**config.mk**
```make
export PLATFORM = sky130hd
export DESIGN_NAME = fault_latch_service_request
export DESIGN_NICKNAME = d
export VERILOG_FILES = /design/src/fault_srq_pkg.sv /design/src/fault_latch_service_request.sv
export SDC_FILE = /design/constraint.sdc
export NUM_CORES = 1
export LEC_CHECK = 0
export BUFFER_PORTS_ARGS = -buffer_cell sky130_fd_sc_hd__buf_4
export CORE_UTILIZATION = 40
export CTS_CLUSTER_SIZE = 14
export DETAILED_ROUTE_END_ITERATION = 16
export PLACE_DENSITY = 0.59
export SYNTH_ARGS = -nofsm -noshare
export SYNTH_HDL_FRONTEND = slang
export SYNTH_SLANG_ARGS = --single-unit
```
**constraint.sdc**
```tcl
create_clock -name clk_sys -period 5.25 [get_ports clk_sys]
set_clock_uncertainty 0.2 [all_clocks]
set_input_delay 0.2625 -clock clk_sys [delete_from_list [all_inputs] [get_ports clk_sys]]
set_output_delay 0.2625 -clock clk_sys [all_outputs]
set_load 0.005 [all_outputs]
```
**src/fault_srq_pkg.sv**
```systemverilog
// constants, field layouts and request carrier for the fault latch and service request block
package fault_srq_pkg;
    // live condition bit positions, shared by condition, enable and latch bytes
    localparam int COND_CONST_VOLT = 0;
    localparam int COND_POS_CURRENT = 1;
    localparam int COND_NEG_CURRENT = 2;
    localparam int COND_OVERVOLT = 3;
    localparam int COND_OVERTEMP = 4;
    localparam int COND_UNREGULATED = 5;
    localparam int COND_OVERCURRENT = 6;
    localparam int COND_COUPLED = 7;
    // regulation mode bits hidden while reprogramming delay runs
    localparam logic [7:0] REG_MODE_BITS = 8'h27;

    // poll summary byte layout
    localparam int POLL_POWERUP = 7;
    localparam int POLL_RQS = 6;
    localparam int POLL_ERROR = 5;
    localparam int POLL_READY = 4;
    localparam int POLL_FAULT_LO = 0;

    // service request enable codes
    localparam logic [1:0] SRQ_OFF = 2'h0;
    localparam logic [1:0] SRQ_FAULT = 2'h1;
    localparam logic [1:0] SRQ_ERROR = 2'h2;
    localparam logic [1:0] SRQ_BOTH = 2'h3;

    // values after reset
    localparam logic [7:0] ENABLE_RESET = 8'h00;
    localparam logic [7:0] LATCH_RESET = 8'h00;
    localparam logic [1:0] SRQ_CODE_RESET = SRQ_OFF;
    localparam logic POWERUP_RESET = 1'b1;

    // reprogramming delay timing
    localparam int CLK_HZ = 40_000_000;
    localparam int DLY_STEP_US = 4000;
    localparam int DLY_STEP_CYCLES = (CLK_HZ / 1_000_000) * DLY_STEP_US;
    localparam int DLY_DEFAULT_MS = 20;
    localparam int DLY_MAX_S = 32;
    localparam int DLY_STEP_W = 13;
    localparam logic [12:0] DLY_DEFAULT_STEPS = 13'((DLY_DEFAULT_MS * 1000) / DLY_STEP_US);
    localparam logic [12:0] DLY_MAX_STEPS = 13'((DLY_MAX_S * 1_000_000) / DLY_STEP_US);

    // one host command, taken in the cycle that any strobe is high
    typedef struct packed {
        logic enable_wr;  // write enable byte of chan
        logic enable_rd;  // query enable byte of chan
        logic latch_rd;   // read and clear latch of chan
        logic poll;       // serial poll
        logic err_query;  // error query
        logic clear_cmd;  // clear command
        logic srq_wr;     // write srq enable code
        logic srq_rd;     // query srq enable code
        logic pon_wr;     // write power-on srq enable
        logic pon_rd;     // query power-on srq enable
        logic dly_wr;     // write reprogramming delay steps of chan
        logic reprog;     // regulation command executed on chan
        logic [1:0] chan; // output index, 0 for output 1
        logic [15:0] data; // write data
    } host_req_t;
endpackage

```
**src/fault_latch_service_request.sv**
```systemverilog
// per-output fault latching, poll summary and service request generation
`timescale 1ns/1ps

// limitations of this block
// - error codes, accumulated status and command parsing live elsewhere
// - the reprogramming delay counts whole steps of STEP_CYCLES clocks;
//   rounding a host value to the nearest step is left to the parser
// - a zero delay hides nothing and re-raises applicable mode bits at once
// - only one read strobe per cycle is expected; see the answer mux
// - req, cmd_busy and err_event come from logic on clk_sys and are not
//   synchronised; cond_pins and line_dropout pass two flops each
// - pon_en_nv is read in the first cycle after reset release only
// - a second reset in mid-run counts as a fresh power-on event
// - outputs at or beyond NUM_OUT read as zero everywhere
module fault_latch_service_request #(
    parameter int NUM_OUT = 4,
    parameter int STEP_CYCLES = fault_srq_pkg::DLY_STEP_CYCLES
) (
    input wire logic clk_sys,
    input wire logic nrst,
    input wire logic [31:0] cond_pins,
    input wire logic line_dropout,
    input wire fault_srq_pkg::host_req_t req,
    input wire logic cmd_busy,
    input wire logic err_event,
    input wire logic pon_en_nv,
    output logic [7:0] rd_data,
    output logic rd_valid,
    output logic srq_line,
    output logic srq_lamp,
    output logic pon_en_store,
    output logic pon_en_store_wr
);
    // elaboration check on the number of outputs
    // the poll byte holds four fault flags, so at most four outputs;
    // a single-output unit would leave three flags with no meaning
    if (NUM_OUT < 2 || NUM_OUT > 4) begin : g_bad_num_out
        $error("NUM_OUT must lie between 2 and 4");
    end
    // step length in clock cycles; zero would make every delay vanish
    if (STEP_CYCLES < 1) begin : g_bad_step
        $error("STEP_CYCLES must be at least 1");
    end

    // channel hit: strobe aimed at a given output
    // strobes for outputs beyond NUM_OUT only reach the absent branch,
    // so writes aimed there fall away and reads aimed there answer zero
    function automatic logic chan_hit(input logic strobe, input logic [1:0] chan, input int idx);
        chan_hit = strobe && (int'(chan) == idx);
    endfunction

    // arrays are sized for four outputs whatever NUM_OUT is; the
    // absent entries are held at zero so that reads stay defined
    // per-output state
    logic [7:0] cond_s1_q [4];   // first synchroniser stage
    logic [7:0] cond_s2_q [4];   // synchronised condition
    logic [7:0] eff_prev_q [4];  // previous visible condition
    logic [7:0] enable_q [4];    // host enable byte
    logic [7:0] enable_prev_q [4]; // previous enable byte
    logic [7:0] latch_q [4];     // latched faults
    logic [12:0] dly_steps_q [4]; // programmed delay in steps
    logic [31:0] dly_cnt_q [4];  // remaining delay cycles
    logic [3:0] fault_flag;      // nonzero latch per output

    // shared state
    // dropout pin path
    logic drop_s1_q;             // dropout synchroniser stage 1
    logic drop_s2_q;             // dropout synchronised
    logic drop_prev_q;           // dropout edge memory
    logic start_q;               // one after reset release
    logic pon_en_q;              // power-on srq enable copy
    logic powerup_q;             // powerup flag
    logic rqs_q;                 // request service flag
    logic err_q;                 // error flag
    logic ready_q;               // ready flag
    logic [1:0] srq_code_q;      // srq enable code
    logic [3:0] fault_flag_prev_q; // for new-fault detection
    // registered outputs
    logic [7:0] rd_data_q;       // last query answer
    logic rd_valid_q;            // answer strobe
    logic pon_store_q;           // value toward non-volatile store
    logic pon_store_wr_q;        // write pulse toward the store

    // per-output slice: visible condition, edge detection, latch and delay
    // the latch looks at two kinds of change, one cycle apart each:
    //  - a visible condition bit rising while its enable bit is set
    //  - an enable bit rising while its condition bit is already set
    // a clearing read and a new set in the same cycle keep the set bit,
    // so no fault is lost between the host's read and the next poll
    genvar gi;
    generate
        for (gi = 0; gi < 4; gi++) begin : g_out
            // visible condition: regulation bits hidden during delay
            wire logic dly_run = dly_cnt_q[gi] != 32'h0000_0000;
            wire logic [7:0] hide = dly_run ? fault_srq_pkg::REG_MODE_BITS : 8'h00;
            wire logic [7:0] eff = cond_s2_q[gi] & ~hide;
            // new edges of condition or enable
            wire logic [7:0] rise = eff & ~eff_prev_q[gi] & enable_q[gi];
            wire logic [7:0] unmask = eff & enable_q[gi] & ~enable_prev_q[gi];
            // strobes decoded for this output
            wire logic clr = chan_hit(req.latch_rd, req.chan, gi);
            wire logic ewr = chan_hit(req.enable_wr, req.chan, gi);
            wire logic dwr = chan_hit(req.dly_wr, req.chan, gi) &&
                (req.data[12:0] <= fault_srq_pkg::DLY_MAX_STEPS);
            wire logic rpg = chan_hit(req.reprog, req.chan, gi);
            wire logic [31:0] dly_load = 32'(dly_steps_q[gi]) * 32'(STEP_CYCLES);
            // a regulation command with a zero delay hides nothing, so the
            // applicable mode bits are raised straight away instead
            wire logic rpg_now = rpg && (dly_steps_q[gi] == 13'h0);
            wire logic [7:0] reraise = rpg_now ?
                (eff & enable_q[gi] & fault_srq_pkg::REG_MODE_BITS) : 8'h00;
            wire logic [7:0] set_bits = rise | unmask | reraise;
            // set wins over clearing read; bits held until read
            wire logic [7:0] latch_d = (clr ? 8'h00 : latch_q[gi]) | set_bits;
            // delay counter: load on command, count down to zero, then rest
            wire logic [31:0] cnt_d = rpg ? dly_load :
                (dly_run ? dly_cnt_q[gi] - 32'h0000_0001 : dly_cnt_q[gi]);

            // live branch carries state; absent branch ties it to zero
            // output present only up to NUM_OUT
            if (gi < NUM_OUT) begin : g_live
                assign fault_flag[gi] = |latch_q[gi];
                // condition synchroniser, latch and delay counter
                // only the second stage feeds logic: the first may be
                // metastable, the pins change with no regard to clk_sys
                always_ff @(posedge clk_sys or negedge nrst) begin
                    if (!nrst) begin
                        cond_s1_q[gi] <= 8'h00;
                        cond_s2_q[gi] <= 8'h00;
                        eff_prev_q[gi] <= 8'h00;
                        latch_q[gi] <= fault_srq_pkg::LATCH_RESET;
                        dly_cnt_q[gi] <= 32'h0000_0000;
                    end else begin
                        cond_s1_q[gi] <= cond_pins[gi*8 +: 8];
                        cond_s2_q[gi] <= cond_s1_q[gi];
                        eff_prev_q[gi] <= eff;
                        latch_q[gi] <= latch_d;
                        dly_cnt_q[gi] <= cnt_d;
                    end
                end
                // host-owned enable byte and delay setting
                // the device side never writes enable_q; only ewr moves it
                // delay settings above the longest legal value are refused
                always_ff @(posedge clk_sys or negedge nrst) begin
                    if (!nrst) begin
                        enable_q[gi] <= fault_srq_pkg::ENABLE_RESET;
                        enable_prev_q[gi] <= fault_srq_pkg::ENABLE_RESET;
                        dly_steps_q[gi] <= fault_srq_pkg::DLY_DEFAULT_STEPS;
                    end else begin
                        enable_prev_q[gi] <= enable_q[gi];
                        if (ewr) begin
                            enable_q[gi] <= req.data[7:0];
                        end
                        if (dwr) begin
                            dly_steps_q[gi] <= req.data[12:0];
                        end
                    end
                end
            end else begin : g_absent
                // absent output: tied state, flag always zero
                // kept as flops so every array entry has one clocked driver
                assign fault_flag[gi] = 1'b0;
                always_ff @(posedge clk_sys or negedge nrst) begin
                    if (!nrst) begin
                        cond_s1_q[gi] <= 8'h00;
                        cond_s2_q[gi] <= 8'h00;
                        eff_prev_q[gi] <= 8'h00;
                        latch_q[gi] <= 8'h00;
                        dly_cnt_q[gi] <= 32'h0000_0000;
                        enable_q[gi] <= 8'h00;
                        enable_prev_q[gi] <= 8'h00;
                        dly_steps_q[gi] <= 13'h0;
                    end else begin
                        cond_s1_q[gi] <= 8'h00;
                        cond_s2_q[gi] <= 8'h00;
                        eff_prev_q[gi] <= 8'h00;
                        latch_q[gi] <= 8'h00;
                        dly_cnt_q[gi] <= 32'h0000_0000;
                        enable_q[gi] <= 8'h00;
                        enable_prev_q[gi] <= 8'h00;
                        dly_steps_q[gi] <= 13'h0;
                    end
                end
            end
        end
    endgenerate

    // start_q stands for power-on: one for the first cycle after release;
    // a line dropout is handled the same way and also sets powerup flag
    // power events: first cycle after reset release, or dropout edge
    wire logic drop_rise = drop_s2_q && !drop_prev_q;
    wire logic power_event = start_q || drop_rise;
    // enable copy: strap caught at release, host writes update it
    wire logic pon_en_now = start_q ? pon_en_nv : pon_en_q;

    // a request is raised on the rising edge of a cause only; a flag that
    // stays set would otherwise raise rqs again straight after each poll
    // and the controller could never see the line drop
    // new qualifying events; held flags do not retrigger
    wire logic new_fault = |(fault_flag & ~fault_flag_prev_q);
    wire logic fault_req = new_fault && srq_code_q[0];
    wire logic err_req = err_event && !err_q && srq_code_q[1];
    wire logic pon_req = power_event && pon_en_now;
    wire logic srq_event = fault_req || err_req || pon_req;

    // flags share one rule: the setting event of a cycle beats
    // the clearing strobe of the same cycle, so no event is lost
    // flags: set beats clear in the same cycle
    wire logic rqs_d = srq_event || (rqs_q && !req.poll);
    wire logic err_d = err_event || (err_q && !req.err_query);
    wire logic powerup_d = power_event || (powerup_q && !req.clear_cmd);

    // poll summary byte
    // fault flags of absent outputs are tied to zero above
    wire logic [7:0] poll_byte = {
        powerup_q,  // bit 7
        rqs_q,      // bit 6
        err_q,      // bit 5
        ready_q,    // bit 4
        fault_flag  // bits 3 to 0, output 4 down to 1
    };

    // only one read strobe is expected at a time; if several come together,
    // enable byte beats latch, latch beats poll, poll beats the code queries
    // rd_data keeps the last answer until the next read strobe
    // query answer selection
    wire logic [7:0] rd_sel =
        req.enable_rd ? enable_q[req.chan] :
        req.latch_rd ? latch_q[req.chan] :
        req.poll ? poll_byte :
        req.srq_rd ? {6'h00, srq_code_q} :
        req.pon_rd ? {7'h00, pon_en_now} : 8'h00;
    // any read strobe except err_query produces one answer strobe
    wire logic rd_any =
        req.enable_rd ||
        req.latch_rd ||
        req.poll ||
        req.srq_rd ||
        req.pon_rd;

    // power event detection and synchroniser for dropout pin
    // drop_prev_q reads the second stage only, so the edge is clean;
    // start_q resets to one so release itself is seen as power-on
    always_ff @(posedge clk_sys or negedge nrst) begin
        if (!nrst) begin
            drop_s1_q <= 1'b0;
            drop_s2_q <= 1'b0;
            drop_prev_q <= 1'b0;
            start_q <= 1'b1;
        end else begin
            drop_s1_q <= line_dropout;
            drop_s2_q <= drop_s1_q;
            drop_prev_q <= drop_s2_q;
            start_q <= 1'b0;
        end
    end

    // poll summary flags and fault edge memory
    // ready follows the inverse of cmd_busy one cycle late and reads zero in reset
    always_ff @(posedge clk_sys or negedge nrst) begin
        if (!nrst) begin
            powerup_q <= fault_srq_pkg::POWERUP_RESET;
            rqs_q <= 1'b0;
            err_q <= 1'b0;
            ready_q <= 1'b0;
            fault_flag_prev_q <= 4'h0;
        end else begin
            powerup_q <= powerup_d;
            rqs_q <= rqs_d;
            err_q <= err_d;
            ready_q <= !cmd_busy;
            fault_flag_prev_q <= fault_flag;
        end
    end

    // srq code and power-on enable settings
    // pon_wr sets the working copy at once and pulses a write toward the
    // non-volatile store; the store's own value is read only at release
    // every two-bit srq code is meaningful, so none is refused
    always_ff @(posedge clk_sys or negedge nrst) begin
        if (!nrst) begin
            srq_code_q <= fault_srq_pkg::SRQ_CODE_RESET;
            pon_en_q <= 1'b0;
            pon_store_q <= 1'b0;
            pon_store_wr_q <= 1'b0;
        end else begin
            if (req.srq_wr) begin
                srq_code_q <= req.data[1:0];
            end
            pon_en_q <= req.pon_wr ? req.data[0] : pon_en_now;
            pon_store_q <= req.pon_wr ? req.data[0] : pon_store_q;
            pon_store_wr_q <= req.pon_wr;
        end
    end

    // registered query answer, one cycle after the taking edge
    always_ff @(posedge clk_sys or negedge nrst) begin
        if (!nrst) begin
            rd_data_q <= 8'h00;
            rd_valid_q <= 1'b0;
        end else begin
            rd_data_q <= rd_any ? rd_sel : rd_data_q;
            rd_valid_q <= rd_any;
        end
    end

    // outputs straight from flops; bus line and lamp follow rqs
    // the lamp and the bus line cannot differ, both being rqs_q
    assign rd_data = rd_data_q;
    assign rd_valid = rd_valid_q;
    assign srq_line = rqs_q;
    assign srq_lamp = rqs_q;
    assign pon_en_store = pon_store_q;
    assign pon_en_store_wr = pon_store_wr_q;
endmodule

```
==> report_table.html <==
<table>
<tr><th>Metric</th><th>Value</th></tr>
<tr><th colspan="2">Timing</th></tr>
<tr><td>Final Slew Violations</td><td>0</td></tr>
<tr><td>Unrepaired setup endpoints after global routing</td><td>no</td></tr>
<tr><td>Setup_tns</td><td>0 ns</td></tr>
<tr><td>Endpoints failing setup</td><td>0</td></tr>
<tr><td>Final period demand of the worst path</td><td>4.93 ns</td></tr>
<tr><td>Maximum achievable frequency</td><td>203 MHz</td></tr>
<tr><td>Share of the clock period used by the worst path after layout</td><td>94.0%</td></tr>
<tr><td>Headroom to the max-slew limit</td><td>27.6%</td></tr>
<tr><td>Final hold violations</td><td>0</td></tr>
<tr><td>Worst slew pin tran</td><td>1.09 ns</td></tr>
<tr><th colspan="2">Synth</th></tr>
<tr><td>Share of the synthesized netlist area taken by xor and xnor gates</td><td>4.48%</td></tr>
<tr><td>Cell variety after synth</td><td>79</td></tr>
<tr><td>Library cell occupying the most area in the post-synthesis netlist</td><td>sky130_fd_sc_hd__dfrtp_1</td></tr>
<tr><td>Multiplexer share of the synthesized area</td><td>6.24%</td></tr>
<tr><td>Synthesized-area fraction occupied by and/or/nand/nor cells</td><td>12.3%</td></tr>
<tr><td>Share of the synthesized area in the top cell type</td><td>38.0%</td></tr>
<tr><td>Count of mapped cells out of synthesis</td><td>2435</td></tr>
<tr><td>Synth Net Count</td><td>2879</td></tr>
<tr><td>Dominant combinational cell family by area after synthesis</td><td>adder cells</td></tr>
<tr><td>Synthesized-area fraction occupied by adder cells</td><td>21.4%</td></tr>
<tr><td>Cells taking the most area after synthesis</td><td>sky130_fd_sc_hd__dfrtp_1 (38%), sky130_fd_sc_hd__ha_1 (13%), sky130_fd_sc_hd__fa_1 (8.1%)</td></tr>
<tr><td>Synthesized-area fraction occupied by ao, oa, aoi and oai cells</td><td>10.6%</td></tr>
<tr><td>Prevailing post-synth register cell</td><td>sky130_fd_sc_hd__dfrtp_1</td></tr>
<tr><td>Netlist area before placement</td><td>25600 um^2</td></tr>
<tr><td>Number of enable flip-flop cells after synthesis</td><td>0</td></tr>
<tr><td>Synthesized flop and latch total</td><td>398</td></tr>
<tr><td>Synth Warn #</td><td>0</td></tr>
<tr><td>Synthesized area per cell</td><td>10.5 um^2</td></tr>
<tr><td>Part of the Yosys area used for sequential elements</td><td>39.0%</td></tr>
<tr><td>Fraction of synthesis flops using an asynchronous set or reset pin</td><td>100%</td></tr>
<tr><th colspan="2">Drt</th></tr>
<tr><td>Pre-Repair DR Iteration Count</td><td>5</td></tr>
<tr><td>DRC violation count after routing</td><td>0</td></tr>
<tr><td>First DRT Iteration DRCs</td><td>1042</td></tr>
<tr><td>Wire length per cell</td><td>17.5 um</td></tr>
<tr><td>Total wire length</td><td>60.5 mm</td></tr>
<tr><td>Number of vias per cell</td><td>5.26</td></tr>
<tr><td>Total number of vias</td><td>18100</td></tr>
<tr><td>Post-DRT Antenna Nets</td><td>0</td></tr>
<tr><th colspan="2">Worst setup path</th></tr>
<tr><td>Reg-to-reg endpoint</td><td>dly_cnt_q[30]</td></tr>
<tr><td>Crit start category</td><td>flop</td></tr>
<tr><td>Worst EP required</td><td>5.48 ns</td></tr>
<tr><td>Worst EP arrival</td><td>5.16 ns</td></tr>
<tr><td>Worst-case register-to-register setup slack</td><td>0.32 ns</td></tr>
<tr><td>Crit Path Max Fanout</td><td>5</td></tr>
<tr><td>Reg2reg start</td><td>dly_steps_q[6]</td></tr>
<tr><td>Critical path class</td><td>reg2reg</td></tr>
<tr><td>Reg2reg path depth</td><td>16</td></tr>
<tr><td>Endpoint type of the worst setup path</td><td>flop</td></tr>
<tr><th colspan="2">Clock network</th></tr>
<tr><td>CTS max path bufs</td><td>3</td></tr>
<tr><td>Depth of the CTS H-tree</td><td>2</td></tr>
<tr><td>Clock-pin slew reported for the worst setup and hold paths after clock tree synthesis</td><td>0.06 ns</td></tr>
<tr><td>TritonCTS clock tree</td><td>done</td></tr>
<tr><td>Clock root buffer master</td><td>sky130_fd_sc_hd__clkbuf_16</td></tr>
<tr><td>Sink count of the clock tree</td><td>398</td></tr>
<tr><td>TritonCTS Buffers</td><td>45</td></tr>
<tr><td>Clock latency on the worst-skew pair</td><td>0.57 ns</td></tr>
<tr><th colspan="2">Finish</th></tr>
<tr><td>Total inserted antenna cells</td><td>0</td></tr>
<tr><td>Proportion of layout cells with a drive suffix above 1</td><td>12.3%</td></tr>
<tr><td>Most frequent standard cell in the layout excluding fill and tap cells</td><td>sky130_fd_sc_hd__dfrtp_1</td></tr>
<tr><td>Core occupancy in the finished layout</td><td>46.3%</td></tr>
<tr><td>Synth-to-Final Area Change</td><td>14.2%</td></tr>
<tr><td>Commonest cells after routing, fill and taps aside</td><td>sky130_fd_sc_hd__dfrtp_1 (388), sky130_fd_sc_hd__inv_1 (324), sky130_fd_sc_hd__ha_1 (272), sky130_fd_sc_hd__nand2_1 (148), sky130_fd_sc_hd__nor2_1 (123)</td></tr>
<tr><td>Post-route cell area</td><td>29200 um^2</td></tr>
<tr><td>Final nets</td><td>3012</td></tr>
<tr><th colspan="2">Floorplan</th></tr>
<tr><td>Starting density of the core</td><td>40.6%</td></tr>
<tr><td>Die footprint</td><td>65000 um^2</td></tr>
<tr><td>Std cell rows</td><td>92</td></tr>
<tr><td>Horizontal extent of the die</td><td>255 um</td></tr>
<tr><td>Io pins</td><td>81</td></tr>
<tr><td>Die Height</td><td>255 um</td></tr>
<tr><td>Core ar.</td><td>63100 um^2</td></tr>
<tr><th colspan="2">GRT</th></tr>
<tr><td>Initial antenna violation count</td><td>2</td></tr>
<tr><td>First-pass GRT wire length</td><td>99.0 mm</td></tr>
<tr><td>Largest net degree at the start of global routing</td><td>144</td></tr>
<tr><td>Global Route Usage Sum</td><td>19.2%</td></tr>
<tr><td>Via count of the first global-routing pass</td><td>18600</td></tr>
<tr><td>Final global-route overflow total</td><td>0</td></tr>
<tr><th colspan="2">Run status</th></tr>
<tr><td>Result of the run</td><td>finished, final reports clean</td></tr>
<tr><th colspan="2">Job</th></tr>
<tr><td>Max Cap Viol</td><td>0</td></tr>
<tr><th colspan="2">Hold path</th></tr>
<tr><td>Worst min-delay path category</td><td>in2async</td></tr>
<tr><th colspan="2">Place</th></tr>
<tr><td>Estimated wirelength of the detail-placed design</td><td>44.9 mm</td></tr>
<tr><td>Number of input and output port buffers inserted</td><td>77</td></tr>
<tr><td>Dpl cell area</td><td>27100 um^2</td></tr>
<tr><td>Gp weighted congestion</td><td>0.887</td></tr>
</table>
## kinds of logic after synthesis
logic type | Yosys count
mux | 128
fa+ha+maj | 376
simple gates | 601
other cells | 1
buf+inv | 391
flops | 398
xor+xnor | 131
compound gates | 409
## worst max-delay path by stage
| stage | from | endpoint | slack (ns) | cells past startpoint |
|---|---|---|---|---|
| 2_1_floorplan | dly_steps_q[4] | dly_cnt_q[30] | 0.77 | 18 |
| 3_3_place_gp | dly_steps_q[6] | dly_cnt_q[30] | 0.37 | 16 |
| 3_5_place_dp | dly_steps_q[6] | dly_cnt_q[30] | 0.23 | 16 |
| 4_1_cts | dly_steps_q[6] | dly_cnt_q[30] | 0.21 | 16 |
| 5_1_grt | dly_steps_q[45] | dly_cnt_q[125] | 0.1 | 18 |
| 6_report | dly_steps_q[6] | dly_cnt_q[30] | 0.32 | 16 |
## layer usage
layer	track usage, %	share of wire (%)
met1	25.8	46
met2	32.1	48
met3	3.31	3.8
met4	4.84	2.1
met5	0	0.030
## state kept, by name, indices dropped and copies added, names as in the netlist, 2 cells and up
register and count:
dly_cnt_q 128, eff_prev_q 32, srq_code_q 2, enable_prev_q 32, dly_steps_q 52, fault_flag_prev_q 4
rd_data 8, cond_s1_q 32, enable_q 32, latch_q 32, cond_s2_q 32
## worst max-delay path: stages (launching register included)
cell and delay, ns:
sky130_fd_sc_hd__dfrtp_1 0.46, sky130_fd_sc_hd__inv_1 0.17, sky130_fd_sc_hd__fa_1 0.58, sky130_fd_sc_hd__inv_1 0.05, sky130_fd_sc_hd__ha_1 0.28, sky130_fd_sc_hd__fa_1 0.45
sky130_fd_sc_hd__ha_1 0.28, sky130_fd_sc_hd__inv_1 0.04, sky130_fd_sc_hd__fa_1 0.48, sky130_fd_sc_hd__inv_1 0.05, sky130_fd_sc_hd__ha_1 0.35, sky130_fd_sc_hd__and3_1 0.26
sky130_fd_sc_hd__a22o_1 0.28, sky130_fd_sc_hd__a311oi_2 0.39, sky130_fd_sc_hd__o221ai_1 0.22, sky130_fd_sc_hd__xnor2_1 0.16, sky130_fd_sc_hd__o21ai_0 0.08
## cells in the mapped netlist (all sizes together) (7+ instances only)
cell type and count:
nand2 149, or2 12, and2 26, a22oi 14, dfrtp 388, a31oi 13
o211ai 16, xnor2 86, nand3 42, nand3b 13, o22ai 22, nor3 69
or4 21, o21a 9, and3 8, a21o 33, xor2 45, a32o 28
o21ai 82, a21oi 99, buf 19, mux2 92, o21bai 7, dfstp 10
nor2b 12, clkbuf 48, nand4 29, fa 104, a211oi 29, nor2 123
nor4 39, mux4 16, inv 324, or3 31, ha 272, nor4b 7
mux2i 20
## what timing repair did
action                     CTS  global route
setup buffers                0             0
hold buffers                62             0
gates resized for setup      0             1
hold endpoints to repair   196             0
setup endpoints to repair    0             2
## through the flow
stage	hold WS, ns	std cells	worst slack [ns]
after floorplan	-0.233	2435	0.767
after global placement	0.0869	3305	0.366
after detailed placement	0.0944	3305	0.233
after CTS	0.0627	3448	0.207
after global routing	0.112	3448	0.0989
final	0.0637	3448	0.316
## area by class of cell
class	count	area [um^2]
timing repair buffer	153	1340
multi-input combinational	1646	14100
tap	846	1060
sequential	398	9970
fill	5957	33900
clock buffer	60	1290
inverter	324	1220
clock inverter	21	228
Power is left out: the tool's default activity adds up to more than one toggle a clock period on the data nets, which glitch-free logic cannot reach.
